===== config.mk =====
export PLATFORM = sky130hd
export DESIGN_NAME = l2cc_top
export DESIGN_NICKNAME = d
export VERILOG_FILES = /design/src/common/l2cc_pkg.sv /design/src/hw/l2cc_top.sv
export SDC_FILE = /design/constraint.sdc
export NUM_CORES = 1
export LEC_CHECK = 0
export BUFFER_PORTS_ARGS = -buffer_cell sky130_fd_sc_hd__buf_4
export CORE_ASPECT_RATIO = 1.4
export CORE_UTILIZATION = 55
export CTS_BUF_LIST = sky130_fd_sc_hd__clkbuf_4 sky130_fd_sc_hd__clkbuf_8 sky130_fd_sc_hd__clkbuf_16
export DETAILED_ROUTE_END_ITERATION = 16
export PLACE_DENSITY = 0.84
export SYNTH_ARGS = -nofsm -noshare
export SYNTH_HDL_FRONTEND = slang
export SYNTH_SLANG_ARGS = --single-unit

===== constraint.sdc =====
create_clock -name ref_clk_i -period 3.79 [get_ports ref_clk_i]
set_input_delay 0 -clock ref_clk_i [delete_from_list [all_inputs] [get_ports ref_clk_i]]
set_output_delay 0 -clock ref_clk_i [all_outputs]
set_load 0.02 [all_outputs]

===== src/common/l2cc_pkg.sv =====
// Constants, types and layouts shared by the secondary-cache controller
//
// Overview of operation
// [RULE1] Cacheable-cycle input sampled with the address strobe decides burst versus single.
// [RULE2] Read hit: first word after one wait state, then three more at one each.
// [RULE3] Tag match sampled at end of first T2; burst-ready follows next clock.
// [RULE4] Programmed cache wait states stretch the leadoff before burst-ready.
// [RULE5] Two banks: A4 is SRAM low address, A3 picks bank, enables alternate.
// [RULE6] One bank: A3 is SRAM low address, even output enable held whole cycle.
// [RULE7] Write-through hit writes cache and memory; burst-ready after memory finishes.
// [RULE8] Write-back hit writes cache only, sets dirty; bursts only if cacheable.
// [RULE9] Write-back burst runs 3-2-2-2 async, 2-1-1-1 style gaps on sync SRAM.
// [RULE10] Bank write enables come from A3 and interleave through the burst.
// [RULE11] Chip selects follow the processor byte enables on cache writes.
// [RULE12] Clean read miss: linefill from memory to cache and processor, tag updated.
// [RULE13] Non-cacheable read miss fetches eight bytes only, tag and dirty untouched.
// [RULE14] Dirty read miss: castout first, tag and dirty updated, then linefill.
// [RULE15] Write miss goes to memory only, posted when posting and buffer allow.
// [RULE16] Cycles not aimed at system memory leave the controller idle.
// [RULE17] Write policy comes from bits 5:4 of index 02h; hits always update cache.
// [RULE18] Adaptive policy writes through only on a DRAM page hit.
// [RULE19] First adaptive mode also needs the row strobe active.
// [RULE20] Second adaptive mode writes through on any page hit.
// [RULE21] 64KB: tag bits 0..7 compare A16..A23; bits 5..7 always A21..A23.
// [RULE22] Each size doubling moves the next tag bit up to A24..A28.
// [RULE23] Hit needs tag match and cacheable location; others are misses.
// [RULE24] Burst quad-word order interleaved or linear by index 17h bit 0.
`default_nettype none
package l2cc_pkg;
  // ---------------------------------------------------------------
  // Register map, byte address is index times four
  // ---------------------------------------------------------------
  localparam logic [4:0] IDX_POLICY = 5'h02;
  localparam logic [4:0] IDX_CTRL = 5'h03;
  localparam logic [4:0] IDX_STATUS = 5'h04;
  localparam logic [4:0] IDX_BURST = 5'h17;
  localparam int POLICY_LSB = 4;
  localparam int BURST_LINEAR_BIT = 0;
  localparam logic [1:0] POLICY_RST = 2'h0;
  localparam logic [8:0] CTRL_RST = 9'h000;
  localparam logic BURST_RST = 1'b0;

  // ---------------------------------------------------------------
  // Size codes and cycle counts
  // ---------------------------------------------------------------
  localparam int TAG_MOVABLE = 5;
  localparam logic [1:0] LAST_BEAT = 2'h3;
  localparam logic [1:0] FIRST_BEAT = 2'h0;

  typedef enum logic [1:0] {
    POL_WRITE_BACK = 2'h0,
    POL_WRITE_THROUGH = 2'h1,
    POL_ADAPTIVE_WB_ROW_ACTIVE = 2'h2,
    POL_ADAPTIVE_WB_PAGE_ONLY = 2'h3
  } l2cc_policy_type;

  typedef enum logic [2:0] {
    ST_IDLE = 3'h0,
    ST_T2 = 3'h1,
    ST_LEAD = 3'h3,
    ST_BEAT = 3'h2,
    ST_MEM = 3'h6,
    ST_CAST = 3'h7,
    ST_FILL = 3'h5
  } l2cc_state_type;

  // Size 0 = 64KB up to 5 = 2MB
  typedef struct packed {
    logic cache_en;
    logic post_en;
    logic sync_sram;
    logic two_bank;
    logic [1:0] waits;
    logic [2:0] size;
  } l2cc_ctrl_type;

  typedef struct packed {
    logic ads_n;
    logic [31:3] addr;
    logic wr;
    logic cache_n;
    logic [7:0] byte_lane_en_n;
    logic sysmem;
    logic noncache;
  } l2cc_cpu_type;

  typedef struct packed {
    logic [7:0] tag;
    logic dirty;
    logic mem_done;
    logic mem_beat;
    logic page_hit;
    logic row_active;
    logic wbuf_avail;
  } l2cc_ext_type;
endpackage
`default_nettype wire


===== src/hw/l2cc_top.sv =====
// Secondary-cache controller with Avalon-MM configuration slave
//
// Design decisions made here: the register offsets and register access over Avalon-MM.
`default_nettype none
module l2cc_top import l2cc_pkg::*; (
  input wire logic ref_clk_i,
  input wire logic nrst_i,
  input wire logic [6:0] avs_address_i,
  input wire logic avs_read_i,
  input wire logic avs_write_i,
  input wire logic [31:0] avs_writedata_i,
  input wire logic [3:0] avs_byteenable_i,
  output logic [31:0] avs_readdata_o,
  output logic avs_waitrequest_o,
  input wire l2cc_cpu_type cpu_i,
  input wire l2cc_ext_type ext_i,
  output logic burst_ready_n_o,
  output logic odd_bank_out_en_n_o,
  output logic even_bank_out_en_n_o,
  output logic odd_bank_wr_en_n_o,
  output logic even_bank_wr_en_n_o,
  output logic [7:0] sram_cs_n_o,
  output logic sram_addr_lsb_o,
  output logic [7:0] tag_o,
  output logic tag_wr_en_n_o,
  output logic dirty_o,
  output logic dirty_wr_en_n_o,
  output logic mem_req_o,
  output logic mem_wr_o,
  output logic mem_line_o,
  output logic mem_castout_o,
  output logic mem_posted_o
);
  // ---------------------------------------------------------------
  // Pin synchronisers
  // ---------------------------------------------------------------
  l2cc_cpu_type cpu_s1_reg, cpu_s2_reg;
  l2cc_ext_type ext_s1_reg, ext_s2_reg;

  always_ff @(posedge ref_clk_i) begin
    cpu_s1_reg <= cpu_i;
    cpu_s2_reg <= cpu_s1_reg;
    ext_s1_reg <= ext_i;
    ext_s2_reg <= ext_s1_reg;
  end

  // ---------------------------------------------------------------
  // Configuration registers
  // ---------------------------------------------------------------
  logic [1:0] policy_reg, policy_next;
  l2cc_ctrl_type ctrl_reg, ctrl_next;
  logic linear_reg, linear_next;
  logic wait_reg, wait_next;
  logic [31:0] rdata_reg, rdata_next;
  logic hit_reg, hit_next;
  l2cc_state_type state_reg, state_next;
  logic [31:0] merged;
  logic [31:0] lane_mask;
  logic [4:0] idx;

  always_comb begin
    idx = avs_address_i[6:2];
    lane_mask = {{8{avs_byteenable_i[3]}}, {8{avs_byteenable_i[2]}},
                 {8{avs_byteenable_i[1]}}, {8{avs_byteenable_i[0]}}};
    merged = 32'h0000_0000;
    policy_next = policy_reg;
    ctrl_next = ctrl_reg;
    linear_next = linear_reg;
    rdata_next = rdata_reg;
    wait_next = 1'b1;
    // One wait cycle; the request is taken with waitrequest low
    if ((avs_read_i || avs_write_i) && wait_reg) begin
      wait_next = 1'b0;
      rdata_next = 32'h0000_0000;
      case (idx)
        IDX_POLICY: rdata_next[POLICY_LSB +: 2] = policy_reg;
        IDX_CTRL: rdata_next[8:0] = ctrl_reg;
        IDX_STATUS: rdata_next[4:0] = {state_reg != ST_IDLE, hit_reg, state_reg};
        IDX_BURST: rdata_next[BURST_LINEAR_BIT] = linear_reg;
        default: rdata_next = 32'h0000_0000;
      endcase
    end
    if (avs_write_i && !wait_reg) begin
      case (idx)
        // [RULE17] policy field write
        IDX_POLICY: begin
          merged[POLICY_LSB +: 2] = policy_reg;
          merged = (merged & ~lane_mask) | (avs_writedata_i & lane_mask);
          policy_next = merged[POLICY_LSB +: 2];
        end
        IDX_CTRL: begin
          merged[8:0] = ctrl_reg;
          merged = (merged & ~lane_mask) | (avs_writedata_i & lane_mask);
          ctrl_next = merged[8:0];
        end
        // [RULE24] burst order select
        IDX_BURST: begin
          if (avs_byteenable_i[0]) begin
            linear_next = avs_writedata_i[BURST_LINEAR_BIT];
          end
        end
        default: merged = 32'h0000_0000;
      endcase
    end
  end

  always_ff @(posedge ref_clk_i) begin
    if (!nrst_i) begin
      policy_reg <= POLICY_RST;
      ctrl_reg <= CTRL_RST;
      linear_reg <= BURST_RST;
      wait_reg <= 1'b1;
      rdata_reg <= 32'h0000_0000;
    end else begin
      policy_reg <= policy_next;
      ctrl_reg <= ctrl_next;
      linear_reg <= linear_next;
      wait_reg <= wait_next;
      rdata_reg <= rdata_next;
    end
  end

  // ---------------------------------------------------------------
  // Tag expectation per cache size
  // ---------------------------------------------------------------
  l2cc_cpu_type req_reg, req_next;
  logic [7:0] exp_tag;

  // [RULE21] upper three tag bits fixed
  assign exp_tag[7:5] = req_reg.addr[23:21];
  for (genvar i = 0; i < TAG_MOVABLE; i++) begin : g_tag
    // [RULE22] larger sizes move bit i up
    assign exp_tag[i] = (ctrl_reg.size > 3'(i)) ? req_reg.addr[24 + i] : req_reg.addr[16 + i];
  end

  function automatic logic [1:0] beat_qw(input logic [1:0] start, input logic [1:0] beat, input logic lin);
    beat_qw = lin ? 2'(start + beat) : (start ^ beat);
  endfunction

  // ---------------------------------------------------------------
  // Cycle sequencer
  // ---------------------------------------------------------------
  logic burst_reg, burst_next;
  logic cwr_reg, cwr_next;
  logic crd_reg, crd_next;
  logic [1:0] beat_reg, beat_next;
  logic [1:0] cnt_reg, cnt_next;
  logic burst_ready_n_reg, burst_ready_n_next;
  logic [1:0] oe_reg, oe_next;
  logic [1:0] we_reg, we_next;
  logic [7:0] cs_reg, cs_next;
  logic lsb_reg, lsb_next;
  logic [7:0] tag_reg, tag_next;
  logic tagwr_reg, tagwr_next;
  logic dirty_reg, dirty_next;
  logic dirtywr_reg, dirtywr_next;
  logic mreq_reg, mreq_next;
  logic mwr_reg, mwr_next;
  logic mline_reg, mline_next;
  logic mcast_reg, mcast_next;
  logic mpost_reg, mpost_next;
  logic cacheable, hit, dirty_line, thru, fill_wr, rd_c, wr_c, bank;
  logic [1:0] qbeat, qw, last;

  always_comb begin
    state_next = state_reg;
    req_next = req_reg;
    burst_next = burst_reg;
    cwr_next = cwr_reg;
    crd_next = crd_reg;
    beat_next = beat_reg;
    cnt_next = cnt_reg;
    hit_next = hit_reg;
    burst_ready_n_next = 1'b1;
    tag_next = tag_reg;
    tagwr_next = 1'b1;
    dirty_next = dirty_reg;
    dirtywr_next = 1'b1;
    mreq_next = 1'b0;
    mwr_next = mwr_reg;
    mline_next = mline_reg;
    mcast_next = mcast_reg;
    mpost_next = 1'b0;
    fill_wr = 1'b0;
    last = burst_reg ? LAST_BEAT : FIRST_BEAT;
    // [RULE23] cacheable: system memory, outside holes
    cacheable = req_reg.sysmem && !req_reg.noncache && ctrl_reg.cache_en;
    hit = cacheable && (ext_s2_reg.tag == exp_tag);
    dirty_line = ext_s2_reg.dirty && (policy_reg != POL_WRITE_THROUGH);
    // [RULE18] adaptive write-through decision
    case (policy_reg)
      POL_WRITE_THROUGH: thru = 1'b1;
      // [RULE19] page hit with row strobe active
      POL_ADAPTIVE_WB_ROW_ACTIVE: thru = ext_s2_reg.page_hit && ext_s2_reg.row_active;
      // [RULE20] any page hit
      POL_ADAPTIVE_WB_PAGE_ONLY: thru = ext_s2_reg.page_hit;
      default: thru = 1'b0;
    endcase
    case (state_reg)
      ST_IDLE: begin
        if (!cpu_s2_reg.ads_n) begin
          // [RULE1] cacheable-cycle sampled with the strobe
          req_next = cpu_s2_reg;
          burst_next = !cpu_s2_reg.cache_n;
          beat_next = FIRST_BEAT;
          cwr_next = 1'b0;
          crd_next = 1'b0;
          state_next = ST_T2;
        end
      end
      ST_T2: begin
        // [RULE3] tag compare sampled here
        hit_next = hit;
        tag_next = exp_tag;
        if (!req_reg.sysmem) begin
          // [RULE16] not ours
          state_next = ST_IDLE;
        end else if (!req_reg.wr) begin
          if (hit) begin
            crd_next = 1'b1;
            state_next = ST_LEAD;
          end else if (burst_reg && cacheable) begin
            mreq_next = 1'b1;
            mline_next = 1'b1;
            tagwr_next = 1'b0;
            dirtywr_next = 1'b0;
            dirty_next = 1'b0;
            if (dirty_line) begin
              // [RULE14] castout first, tag and dirty updated now
              mwr_next = 1'b1;
              mcast_next = 1'b1;
              state_next = ST_CAST;
            end else begin
              // [RULE12] clean linefill
              mwr_next = 1'b0;
              mcast_next = 1'b0;
              state_next = ST_FILL;
            end
          end else begin
            // [RULE13] eight bytes only, no tag change
            mreq_next = 1'b1;
            mwr_next = 1'b0;
            mline_next = 1'b0;
            mcast_next = 1'b0;
            burst_next = 1'b0;
            state_next = ST_MEM;
          end
        end else if (hit) begin
          // [RULE17] cache always written on a hit
          cwr_next = 1'b1;
          if (thru) begin
            // [RULE7] memory first, burst-ready afterwards
            mreq_next = 1'b1;
            mwr_next = 1'b1;
            mline_next = burst_reg;
            mcast_next = 1'b0;
            state_next = ST_MEM;
          end else begin
            // [RULE8] cache only, line made dirty
            dirtywr_next = 1'b0;
            dirty_next = 1'b1;
            state_next = ST_LEAD;
          end
        end else begin
          // [RULE15] write miss to memory only
          mreq_next = 1'b1;
          mwr_next = 1'b1;
          mline_next = 1'b0;
          mcast_next = 1'b0;
          burst_next = 1'b0;
          if (ctrl_reg.post_en && ext_s2_reg.wbuf_avail) begin
            mpost_next = 1'b1;
            state_next = ST_LEAD;
          end else begin
            state_next = ST_MEM;
          end
        end
        // [RULE4] programmed wait states before first ready
        if (state_next == ST_LEAD) begin
          if (ctrl_reg.waits == 2'h0) begin
            state_next = ST_BEAT;
            burst_ready_n_next = 1'b0;
          end else begin
            cnt_next = ctrl_reg.waits - 2'h1;
          end
        end
      end
      ST_LEAD: begin
        if (cnt_reg == 2'h0) begin
          state_next = ST_BEAT;
          burst_ready_n_next = 1'b0;
        end else begin
          cnt_next = cnt_reg - 2'h1;
        end
      end
      ST_BEAT: begin
        // [RULE2] one wait state between beats
        if (beat_reg == last) begin
          state_next = ST_IDLE;
          cwr_next = 1'b0;
          crd_next = 1'b0;
        end else begin
          beat_next = beat_reg + 2'h1;
          // [RULE9] sync SRAM drops the inter-beat wait
          if (ctrl_reg.sync_sram) begin
            burst_ready_n_next = 1'b0;
          end else begin
            cnt_next = 2'h0;
            state_next = ST_LEAD;
          end
        end
      end
      ST_MEM: begin
        mreq_next = !ext_s2_reg.mem_done;
        if (ext_s2_reg.mem_done) begin
          state_next = ST_BEAT;
          burst_ready_n_next = 1'b0;
        end
      end
      ST_CAST: begin
        mreq_next = 1'b1;
        if (ext_s2_reg.mem_beat) begin
          beat_next = beat_reg + 2'h1;
          if (beat_reg == LAST_BEAT) begin
            mwr_next = 1'b0;
            mcast_next = 1'b0;
            state_next = ST_FILL;
          end
        end
      end
      ST_FILL: begin
        mreq_next = 1'b1;
        if (ext_s2_reg.mem_beat) begin
          burst_ready_n_next = 1'b0;
          fill_wr = 1'b1;
          beat_next = beat_reg + 2'h1;
          if (beat_reg == LAST_BEAT) begin
            mreq_next = 1'b0;
            state_next = ST_IDLE;
          end
        end
      end
      default: state_next = ST_IDLE;
    endcase
    // Strobes use the next beat, or the current beat on a fill write, to leave the flops aligned with ready
    qbeat = fill_wr ? beat_reg : beat_next;
    // [RULE24] interleaved or linear quad-word order
    qw = beat_qw(req_next.addr[4:3], qbeat, linear_reg);
    rd_c = (crd_next && (state_next == ST_LEAD || state_next == ST_BEAT)) || state_next == ST_CAST;
    wr_c = (cwr_next && state_next == ST_BEAT) || fill_wr;
    // [RULE5] two banks use A4 as low address, A3 as bank
    // [RULE6] one bank uses A3 and stays on the even bank
    lsb_next = ctrl_reg.two_bank ? qw[1] : qw[0];
    bank = ctrl_reg.two_bank && qw[0];
    oe_next = ~{rd_c && bank, rd_c && !bank};
    // [RULE10] bank write enables from A3
    we_next = ~{wr_c && bank, wr_c && !bank};
    // [RULE11] byte enables gate chip selects on writes
    cs_next = wr_c ? req_next.byte_lane_en_n : (rd_c ? 8'h00 : 8'hff);
  end

  always_ff @(posedge ref_clk_i) begin
    if (!nrst_i) begin
      state_reg <= ST_IDLE;
      req_reg <= '0;
      burst_reg <= 1'b0;
      cwr_reg <= 1'b0;
      crd_reg <= 1'b0;
      beat_reg <= 2'h0;
      cnt_reg <= 2'h0;
      hit_reg <= 1'b0;
      burst_ready_n_reg <= 1'b1;
      oe_reg <= 2'h3;
      we_reg <= 2'h3;
      cs_reg <= 8'hff;
      lsb_reg <= 1'b0;
      tag_reg <= 8'h00;
      tagwr_reg <= 1'b1;
      dirty_reg <= 1'b0;
      dirtywr_reg <= 1'b1;
      mreq_reg <= 1'b0;
      mwr_reg <= 1'b0;
      mline_reg <= 1'b0;
      mcast_reg <= 1'b0;
      mpost_reg <= 1'b0;
    end else begin
      state_reg <= state_next;
      req_reg <= req_next;
      burst_reg <= burst_next;
      cwr_reg <= cwr_next;
      crd_reg <= crd_next;
      beat_reg <= beat_next;
      cnt_reg <= cnt_next;
      hit_reg <= hit_next;
      burst_ready_n_reg <= burst_ready_n_next;
      oe_reg <= oe_next;
      we_reg <= we_next;
      cs_reg <= cs_next;
      lsb_reg <= lsb_next;
      tag_reg <= tag_next;
      tagwr_reg <= tagwr_next;
      dirty_reg <= dirty_next;
      dirtywr_reg <= dirtywr_next;
      mreq_reg <= mreq_next;
      mwr_reg <= mwr_next;
      mline_reg <= mline_next;
      mcast_reg <= mcast_next;
      mpost_reg <= mpost_next;
    end
  end

  assign avs_readdata_o = rdata_reg;
  assign avs_waitrequest_o = wait_reg;
  assign burst_ready_n_o = burst_ready_n_reg;
  assign odd_bank_out_en_n_o = oe_reg[1];
  assign even_bank_out_en_n_o = oe_reg[0];
  assign odd_bank_wr_en_n_o = we_reg[1];
  assign even_bank_wr_en_n_o = we_reg[0];
  assign sram_cs_n_o = cs_reg;
  assign sram_addr_lsb_o = lsb_reg;
  assign tag_o = tag_reg;
  assign tag_wr_en_n_o = tagwr_reg;
  assign dirty_o = dirty_reg;
  assign dirty_wr_en_n_o = dirtywr_reg;
  assign mem_req_o = mreq_reg;
  assign mem_wr_o = mwr_reg;
  assign mem_line_o = mline_reg;
  assign mem_castout_o = mcast_reg;
  assign mem_posted_o = mpost_reg;
endmodule
`default_nettype wire

==> results of run 1 <==
==> Yosys cell counts, types with 2 or more instances <==
library cell,n
sky130_fd_sc_hd__a21o_1,3
sky130_fd_sc_hd__nor4_1,2
sky130_fd_sc_hd__mux2i_1,28
sky130_fd_sc_hd__nand2_1,68
sky130_fd_sc_hd__nand4_1,4
sky130_fd_sc_hd__nand2b_1,3
sky130_fd_sc_hd__o21ai_0,14
sky130_fd_sc_hd__a31oi_1,5
sky130_fd_sc_hd__a32oi_1,8
sky130_fd_sc_hd__o211ai_1,3
sky130_fd_sc_hd__buf_6,2
sky130_fd_sc_hd__buf_4,23
sky130_fd_sc_hd__a211oi_1,5
sky130_fd_sc_hd__a21oi_1,43
sky130_fd_sc_hd__a22oi_1,2
sky130_fd_sc_hd__or3_1,2
sky130_fd_sc_hd__nand3b_1,3
sky130_fd_sc_hd__or2_2,3
sky130_fd_sc_hd__ha_1,2
sky130_fd_sc_hd__a221oi_1,3
sky130_fd_sc_hd__dfxtp_1,173
sky130_fd_sc_hd__inv_1,10
sky130_fd_sc_hd__clkbuf_1,22
sky130_fd_sc_hd__xnor2_1,6
sky130_fd_sc_hd__nand4b_1,2
sky130_fd_sc_hd__nor2_1,53
sky130_fd_sc_hd__xor2_1,5
sky130_fd_sc_hd__a311oi_1,3
sky130_fd_sc_hd__and2_1,5
sky130_fd_sc_hd__a21oi_2,2
sky130_fd_sc_hd__and3_1,5
sky130_fd_sc_hd__nor3b_1,3
sky130_fd_sc_hd__o21a_1,2
sky130_fd_sc_hd__nor3_1,10
sky130_fd_sc_hd__o31a_1,3
sky130_fd_sc_hd__o21ai_1,3
sky130_fd_sc_hd__nor2b_1,5
sky130_fd_sc_hd__nand3_1,16
==> worst min path at each step <==
| stage | start | end | slack, ns | depth (start not counted) |
|---|---|---|---|---|
| floorplan | cpu_i[0] | cpu_s1_reg[0] | 0.03 | 0 |
| global placement | cpu_i[32] | cpu_s1_reg[32] | 0.10 | 1 |
| detailed placement | ext_i[11] | ext_s1_reg[11] | 0.11 | 1 |
| CTS | avs_address_i[4] | avs_readdata_o[4] | 0.03 | 4 |
| global route | avs_address_i[4] | avs_readdata_o[4] | 0.07 | 4 |
| finish | avs_address_i[4] | avs_readdata_o[4] | 0.06 | 4 |
==> stage by stage <==
stage / area, um^2 / utilization, %
floorplan: 5904 / -
global placement: 6599 / 63.76
detailed placement: 6599 / 63.76
CTS: 7746 / 74.84
global route: 7746 / 74.84
finish: 7746 / 74.84
==> final cells by class <==
type | instances | area [um^2] | area share [%]
clock inverters | 14 | 127.6 | 1.648
well taps | 138 | 172.7 | 2.229
multi-input cells | 366 | 2118 | 27.35
clock buffers | 18 | 439.2 | 5.670
repair buffers | 165 | 1384 | 17.86
inverters | 11 | 41.29 | 0.5330
flip-flops and latches | 173 | 3463 | 44.71
==> cells by family (layout without fill, tap and decap cells) <==
kind of cell | Yosys count | after routing | synth area share [%]
XOR/XNOR | 11 | 11 | 1.655
buffers and inverters | 60 | 208 | 5.631
AO/OA/AOI/OAI | 111 | 111 | 12.29
other | 1 | 23 | 0.06441
flip-flops | 173 | 173 | 59.49
adder cells (fa/ha/maj) | 3 | 3 | 0.6017
multiplexers | 29 | 29 | 5.008
AND/OR/NAND/NOR | 189 | 189 | 15.26
==> cell usage in the layout (no fill, tap or decap), types with 4 or more instances in the layout <==
master                          count
sky130_fd_sc_hd__buf_4            107
sky130_fd_sc_hd__conb_1            23
sky130_fd_sc_hd__a21oi_1           43
sky130_fd_sc_hd__a31oi_1            5
sky130_fd_sc_hd__dlygate4sd3_1     58
sky130_fd_sc_hd__nor2b_1            5
sky130_fd_sc_hd__clkbuf_16         17
sky130_fd_sc_hd__and2_1             5
sky130_fd_sc_hd__nand2_1           68
sky130_fd_sc_hd__inv_6              5
sky130_fd_sc_hd__nand3_1           16
sky130_fd_sc_hd__xor2_1             5
sky130_fd_sc_hd__a32oi_1            8
sky130_fd_sc_hd__mux2i_1           28
sky130_fd_sc_hd__dfxtp_1          173
sky130_fd_sc_hd__nor3_1             9
sky130_fd_sc_hd__xnor2_1            6
sky130_fd_sc_hd__nor2_1            53
sky130_fd_sc_hd__nand4_1            4
sky130_fd_sc_hd__o21ai_0           14
sky130_fd_sc_hd__inv_1             10
sky130_fd_sc_hd__a211oi_1           5
sky130_fd_sc_hd__and3_1             5
==> layer usage <==
metal  global-route usage, %  up-vias
met5                       0        -
met4                   16.57        0
met3                   5.500       59
met2                   46.01      256
met1                   28.10     2223
li1                        -     2265
==> power groups by stage <==
stage                     clock network [uW]  logic [uW]  registers, uW
after CTS                               1650         296           1940
after floorplan                            0         160           1970
final                                   1640         303           1940
after detailed placement                   0         248           1980
after global routing                    1730         327           1940
after global placement                     0         241           1970
==> worst max-delay path, delay by kind of cell, from the launching register on <==
kind | cells | cell delay [ns]
compound gates | 5 | 1.47
buf+inv | 1 | 0.36
flops | 1 | 0.68
simple gates | 2 | 0.41
==> repair_timing <==
action                                  4_1_cts  5_1_grt
endpoints found under the hold margin        69        0
endpoints found under the setup margin        0        0
hold buffers                                 58        0
==> flow_summary.rst, run 1 <==
.. list-table::
   :header-rows: 1

   * - Metric
     - Value
   * - Average wire per cell in the routed design
     - 15.46 um
   * - Buffers inserted during post-CTS setup optimization
     - 0
   * - Proportion of layout cells with a drive suffix above 1
     - 20.08%
   * - Amount of wire on met3 after detailed routing
     - 792 um
   * - Outcome
     - finished, final reports clean
   * - Antenna viol nets, final
     - 0
   * - Y dimension of the die
     - 123.7 um
   * - Floorplan Core Area
     - 10350 um^2
   * - Drc violations
     - 0
   * - Cell count after synthesis
     - 577
   * - Async set or reset register ratio after synthesis
     - 0%
   * - Power dissipated by switching net loads
     - 950.9 uW
   * - Top-area cell type share of the netlist area
     - 59.49%
   * - Global-route total usage across every layer
     - 26.13%
   * - Cell row count
     - 44
   * - Slowest Stage Delay on Critical Path
     - 0.68 ns
   * - Detailed route wirelength on metal2
     - 7180 um
   * - Leading post-synthesis cells by cell area
     - sky130_fd_sc_hd__dfxtp_1 59%, sky130_fd_sc_hd__mux2i_1 4.8%, sky130_fd_sc_hd__nand2_1 4.4%
   * - Critical path launch point type
     - flop
   * - Post-Route Hold Slack
     - 0.06261 ns
   * - Final setup margin
     - 0.7107 ns
   * - Share of power burned in the clock network
     - 42.2%
   * - Number of distinct standard cells referenced by the synthesized netlist
     - 61
   * - Uppermost signal routing layer after detailed routing
     - met4
   * - Data required time of the worst path
     - 4.05 ns
   * - Cells resized by post-CTS repair
     - 0
   * - Clk_lat worst skew
     - 0.42 ns
   * - Die W
     - 88.95 um
   * - Total die area
     - 11010 um^2
   * - Hpwl dp
     - 8545 um
   * - End of the critical path
     - sram_cs_n_o[7]
   * - Ys flop type
     - sky130_fd_sc_hd__dfxtp_1
   * - Vias in the first global route
     - 4683
   * - CTS Root Buffer Type
     - sky130_fd_sc_hd__clkbuf_16
   * - Initial drt markers
     - 271
   * - Number of vias per cell after detailed routing
     - 5.427
   * - Portion of total power attributed to combinational logic
     - 7.8%
   * - Peak supply drop
     - 0.0003674 V
   * - Pre-antenna DRT Iters
     - 5
   * - Post-synth design cell area
     - 5822 um^2
   * - Fraction of power spent switching nets
     - 24.54%
   * - First-pass GRT wire length
     - 21480 um
   * - Max stage delay cell, worst path
     - sky130_fd_sc_hd__dfxtp_1
   * - Proportion of synthesized chip area in sequential cells
     - 59.49%
   * - Internal power of the cells
     - 2925 uW
   * - Initial standard-cell utilization of the core
     - 56.25%
   * - Endpoint class of the critical path
     - flop
   * - Critical register-to-register path endpoint
     - sram_cs_n_o[7]
   * - Final cell count without fillers
     - 885
   * - Initial antenna violation count
     - 0
   * - Highest clock rate
     - 0.3247 GHz
   * - YS warnings
     - 0
   * - Overall power consumption
     - 3876 uW
   * - Final Hold Violating Endpoints
     - 0
   * - Unrepaired setup endpoints after global routing
     - no
   * - H-tree levels
     - 4
   * - Actual transition at the worst max-transition pin
     - 0.8951 ns
   * - Flops & latches, synth
     - 173
   * - Final-layout setup total negative slack
     - 0 ns
   * - Worst slack at placement
     - 0.8533 ns
   * - Critical path peak fanout
     - 29
   * - Critical path class
     - flop to flop
   * - Max-slew violation total from the final report
     - 0
   * - # nets final
     - 839
   * - # diodes
     - 0
   * - Number of maximum-capacitance violations
     - 0
   * - Number of enable flip-flop cells after synthesis
     - 0
   * - TritonCTS clock tree
     - done
   * - Cell area power density
     - 500.3 nW/um^2
   * - Overall via count from detail_route
     - 4803
   * - Power share of the sequential group
     - 50.0%
   * - Crit path arrival time
     - 3.34 ns
   * - Worst-case headroom to the max-slew limit
     - 39.77%
   * - Routed WL
     - 13680 um
   * - Placed insts
     - 795
   * - Clock Pin Slew Worst Setup and Hold Paths
     - 0.06 ns
   * - Count of buffers from port buffering
     - 101
   * - Count of boundary I/O pins
     - 166
   * - Leak Pwr
     - 0.003342 uW
   * - Ratio of final minimum period to clock period
     - 81.25%
   * - R2R depth
     - 8
   * - Minimum clock period
     - 3.079 ns
   * - Critical path launch point
     - state_reg[0]
   * - Worst reg2reg path startpoint
     - state_reg[0]
   * - Mean instance size in the synthesized netlist
     - 10.09 um^2
   * - Worst path cell trace
     - or2_2 -> or3_1 -> buf_4 -> o221ai_1 -> a41o_1 -> a31oi_1 -> a31o_1 -> a32oi_1
   * - Setup skew after layout
     - 0.01320 ns
   * - Cell type contributing the most total cell area after synthesis
     - sky130_fd_sc_hd__dfxtp_1
   * - Fill cell total of the finished layout
     - 694
   * - Post-synthesis to final-layout area growth
     - 33.05%
   * - Setup slack of the most critical reg-to-reg path
     - 0.71 ns
   * - CTS sink cnt
     - 173
   * - Pin count of the biggest net entering global routing
     - 30
   * - Total clock buffers created by CTS
     - 17
   * - Type of the tightest min-delay check
     - primary input to flop
   * - Routed length on met1
     - 5077 um
   * - Total setup violations reported at the end of the flow
     - 0
   * - Largest buffer count on any clock path
     - 2
   * - GR Overflow Total
     - 0
   * - Last weighted congestion value of the routability-driven placer
     - 0.9393
No activity file was read; power rests on OpenSTA's default activity.
==> run 2: changes to the inputs <==
- CORE_UTILIZATION: 55 -> 51
- PLACE_DENSITY: 0.84 -> 0.79
- clock period: 3.79 -> 2.9 ns (I/O delays scaled with it)
==> run 2 against run 1 <==
- fmax grew 11%
- non-clock buffer count rose by 11
- clock power rose by 28%
- routed wire length is 0.97% higher
- power rose by 30%
- die area grew 7.7%
- critical path type unchanged
- largest cell class unchanged
- largest power group unchanged
==> flow_summary.rst, run 2 (same netlist as run 1, synthesis figures left out) <==
.. list-table::
   :header-rows: 1

   * - Metric
     - Value
   * - Pre-antenna DRT Iters
     - 5 (unchanged)
   * - Overall via count from detail_route
     - 4765 (was 4803)
   * - Max-slew violation total from the final report
     - 0 (unchanged)
   * - Portion of total power attributed to combinational logic
     - 8.0% (was 7.8%)
   * - Placed insts
     - 806 (was 795)
   * - Count of buffers from port buffering
     - 101 (unchanged)
   * - Worst-case headroom to the max-slew limit
     - 38.27% (was 39.77%)
   * - Post-synthesis to final-layout area growth
     - 34.84% (was 33.05%)
   * - Clk_lat worst skew
     - 0.42 ns (about the same)
   * - Critical path peak fanout
     - 10 (was 29)
   * - Largest buffer count on any clock path
     - 2 (unchanged)
   * - Routed WL
     - 13810 um (was 13680 um)
   * - Initial antenna violation count
     - 0 (unchanged)
   * - Outcome
     - finished, final reports clean (unchanged)
   * - Share of power burned in the clock network
     - 41.7% (was 42.2%)
   * - Worst slack at placement
     - 0.05666 ns (was 0.8533 ns)
   * - Type of the tightest min-delay check
     - primary input to flop (unchanged)
   * - Actual transition at the worst max-transition pin
     - 0.9175 ns (was 0.8951 ns)
   * - Count of buffer and inverter cells on the critical path
     - 0 (was 1)
   * - Setup skew after layout
     - 0.007813 ns (was 0.01320 ns)
   * - Slowest Stage Delay on Critical Path
     - 0.47 ns (was 0.68 ns)
   * - Global-route total usage across every layer
     - 24.15% (was 26.13%)
   * - Floorplan Core Area
     - 10980 um^2 (was 10350 um^2)
   * - Highest clock rate
     - 0.3599 GHz (was 0.3247 GHz)
   * - Leak Pwr
     - 0.003402 uW (was 0.003342 uW)
   * - Total area of multi-input combinational cells
     - 2145 um^2 (was 2118 um^2)
   * - Fraction of power spent switching nets
     - 23.81% (was 24.54%)
   * - H-tree levels
     - 4 (unchanged)
   * - Final Hold Violating Endpoints
     - 0 (unchanged)
   * - Final cell count without fillers
     - 898 (was 885)
   * - Y dimension of the die
     - 128.4 um (was 123.7 um)
   * - Minimum clock period
     - 2.779 ns (was 3.079 ns)
   * - Clock Pin Slew Worst Setup and Hold Paths
     - 0.07 ns (was 0.06 ns)
   * - Endpoint class of the critical path
     - flop (unchanged)
   * - First-pass GRT wire length
     - 21980 um (was 21480 um)
   * - Internal power of the cells
     - 3834 uW (was 2925 uW)
   * - Antenna viol nets, final
     - 0 (unchanged)
   * - Data required time of the worst path
     - 3.23 ns (was 4.05 ns)
   * - CTS sink cnt
     - 173 (unchanged)
   * - Number of maximum-capacitance violations
     - 0 (unchanged)
   * - Ratio of final minimum period to clock period
     - 95.81% (was 81.25%)
   * - Proportion of layout cells with a drive suffix above 1
     - 21.66% (was 20.08%)
   * - Highest-count cells in the layout ignoring fill and taps
     - 172 x sky130_fd_sc_hd__dfxtp_1, 117 x sky130_fd_sc_hd__buf_4, 68 x sky130_fd_sc_hd__nand2_1 (was 173 x sky130_fd_sc_hd__dfxtp_1, 107 x sky130_fd_sc_hd__buf_4, 68 x sky130_fd_sc_hd__nand2_1)
   * - Sequential Area
     - 3465 um^2 (was 3463 um^2)
   * - Number of vias per cell after detailed routing
     - 5.306 (was 5.427)
   * - Peak supply drop
     - 0.0004826 V (was 0.0003674 V)
   * - Critical path launch point type
     - flop (unchanged)
   * - Fill cell total of the finished layout
     - 771 (was 694)
   * - Total setup violations reported at the end of the flow
     - 0 (unchanged)
   * - Initial drt markers
     - 259 (was 271)
   * - Initial standard-cell utilization of the core
     - 53.03% (was 56.25%)
   * - GR Overflow Total
     - 0 (unchanged)
   * - # diodes
     - 0 (unchanged)
   * - Pin count of the biggest net entering global routing
     - 31 (was 30)
   * - Final setup margin
     - 0.1214 ns (was 0.7107 ns)
   * - Crit path arrival time
     - 3.11 ns (was 3.34 ns)
   * - TritonCTS clock tree
     - done (unchanged)
   * - Power dissipated by switching net loads
     - 1198 uW (was 950.9 uW)
   * - Total clock buffers created by CTS
     - 17 (unchanged)
   * - Average wire per cell in the routed design
     - 15.38 um (was 15.46 um)
   * - Cell row count
     - 45 (was 44)
   * - Last weighted congestion value of the routability-driven placer
     - 0.8756 (was 0.9393)
   * - Category of cells accounting for the largest share of critical-path delay
     - compound AO/OA/AOI/OAI gates (unchanged)
   * - Max stage delay cell, worst path
     - sky130_fd_sc_hd__nor4_4 (was sky130_fd_sc_hd__dfxtp_1)
   * - Power share of the sequential group
     - 50.2% (was 50.0%)
   * - Vias in the first global route
     - 4794 (was 4683)
   * - # nets final
     - 850 (was 839)
   * - Count of boundary I/O pins
     - 166 (unchanged)
   * - CTS Root Buffer Type
     - sky130_fd_sc_hd__clkbuf_16 (unchanged)
   * - Worst path cell trace
     - o21ai_1 -> mux2i_1 -> xnor2_1 -> nor4_4 -> a21oi_2 -> o31a_1 -> a31o_4 -> a32oi_1 (was or2_2 -> or3_1 -> buf_4 -> o221ai_1 -> a41o_1 -> a31oi_1 -> a31o_1 -> a32oi_1)
   * - Drc violations
     - 0 (unchanged)
   * - Cell area power density
     - 641.0 nW/um^2 (was 500.3 nW/um^2)
   * - Die W
     - 92.30 um (was 88.95 um)
   * - Critical path class
     - flop to flop (unchanged)
   * - Commonest non-fill, non-tap cell in the layout
     - sky130_fd_sc_hd__dfxtp_1 (unchanged)
   * - Hpwl dp
     - 9118 um (was 8545 um)
   * - Total die area
     - 11850 um^2 (was 11010 um^2)
[run 2: final timing paths]
check	from	to	slack (ns)	cells after the start
worst max-delay path	flop	sram_cs_n_o[4]	0.12	8
worst min-delay path	avs_address_i[4]	avs_readdata_o[4]	0.04	4
worst max register to register	flop	sram_cs_n_o[4]	0.12	8
worst min register to register	cpu_s1_reg[2]	cpu_s2_reg[2]	0.32	0
[run 2: area by class of cell]
| class | count | share of cell area, % |
|---|---|---|
| sequential | 173 | 44.13 |
| clock inverter | 12 | 1.291 |
| inverter | 11 | 0.5260 |
| clock buffer | 19 | 5.770 |
| timing repair buffer | 176 | 18.71 |
| tap | 141 | 2.247 |
| multi-input combinational | 366 | 27.32 |
[run 2: per-layer routing]
layer,GRT usage [%],share of wire [%]
met5,0,0
met4,14.43,4.4
met3,5.674,5.4
met2,44.84,54
met1,24.21,36
[run 2: repair_timing]
action                     CTS  global route
resized for setup            1             6
hold buffers                59             0
hold endpoints to repair    70             0
setup endpoints to repair    1            13
buffers inserted             0             2
pin swaps                    0             2
[run 2: power groups by stage]
stage,Clock [uW],Combinational [uW],Sequential [uW]
finish,2100,405,2530
global placement,0,327,2580
floorplan,0,209,2580
global route,2250,438,2540
CTS,2130,399,2530
detailed placement,0,335,2580
[run 2: worst min-delay path, delay by kind of cell]
kind	cells	cell delay, ns
compound gates	2	0.25
buf+inv	1	0.08
simple gates	1	0.07
[run 2: metrics by stage]
step                      hold slack (ns)  total power (uW)  setup TNS [ns]  util (%)  instance area [um^2]
after floorplan                   0.02772              2787               0         -                  5904
after global placement             0.1042              2902               0     60.68                  6663
after detailed placement           0.1054              2916               0     60.68                  6663
after CTS                         0.01846              5055               0     71.11                  7807
after global routing              0.05856              5220        -0.04484     71.50                  7850
final                             0.03820              5032               0     71.50                  7850
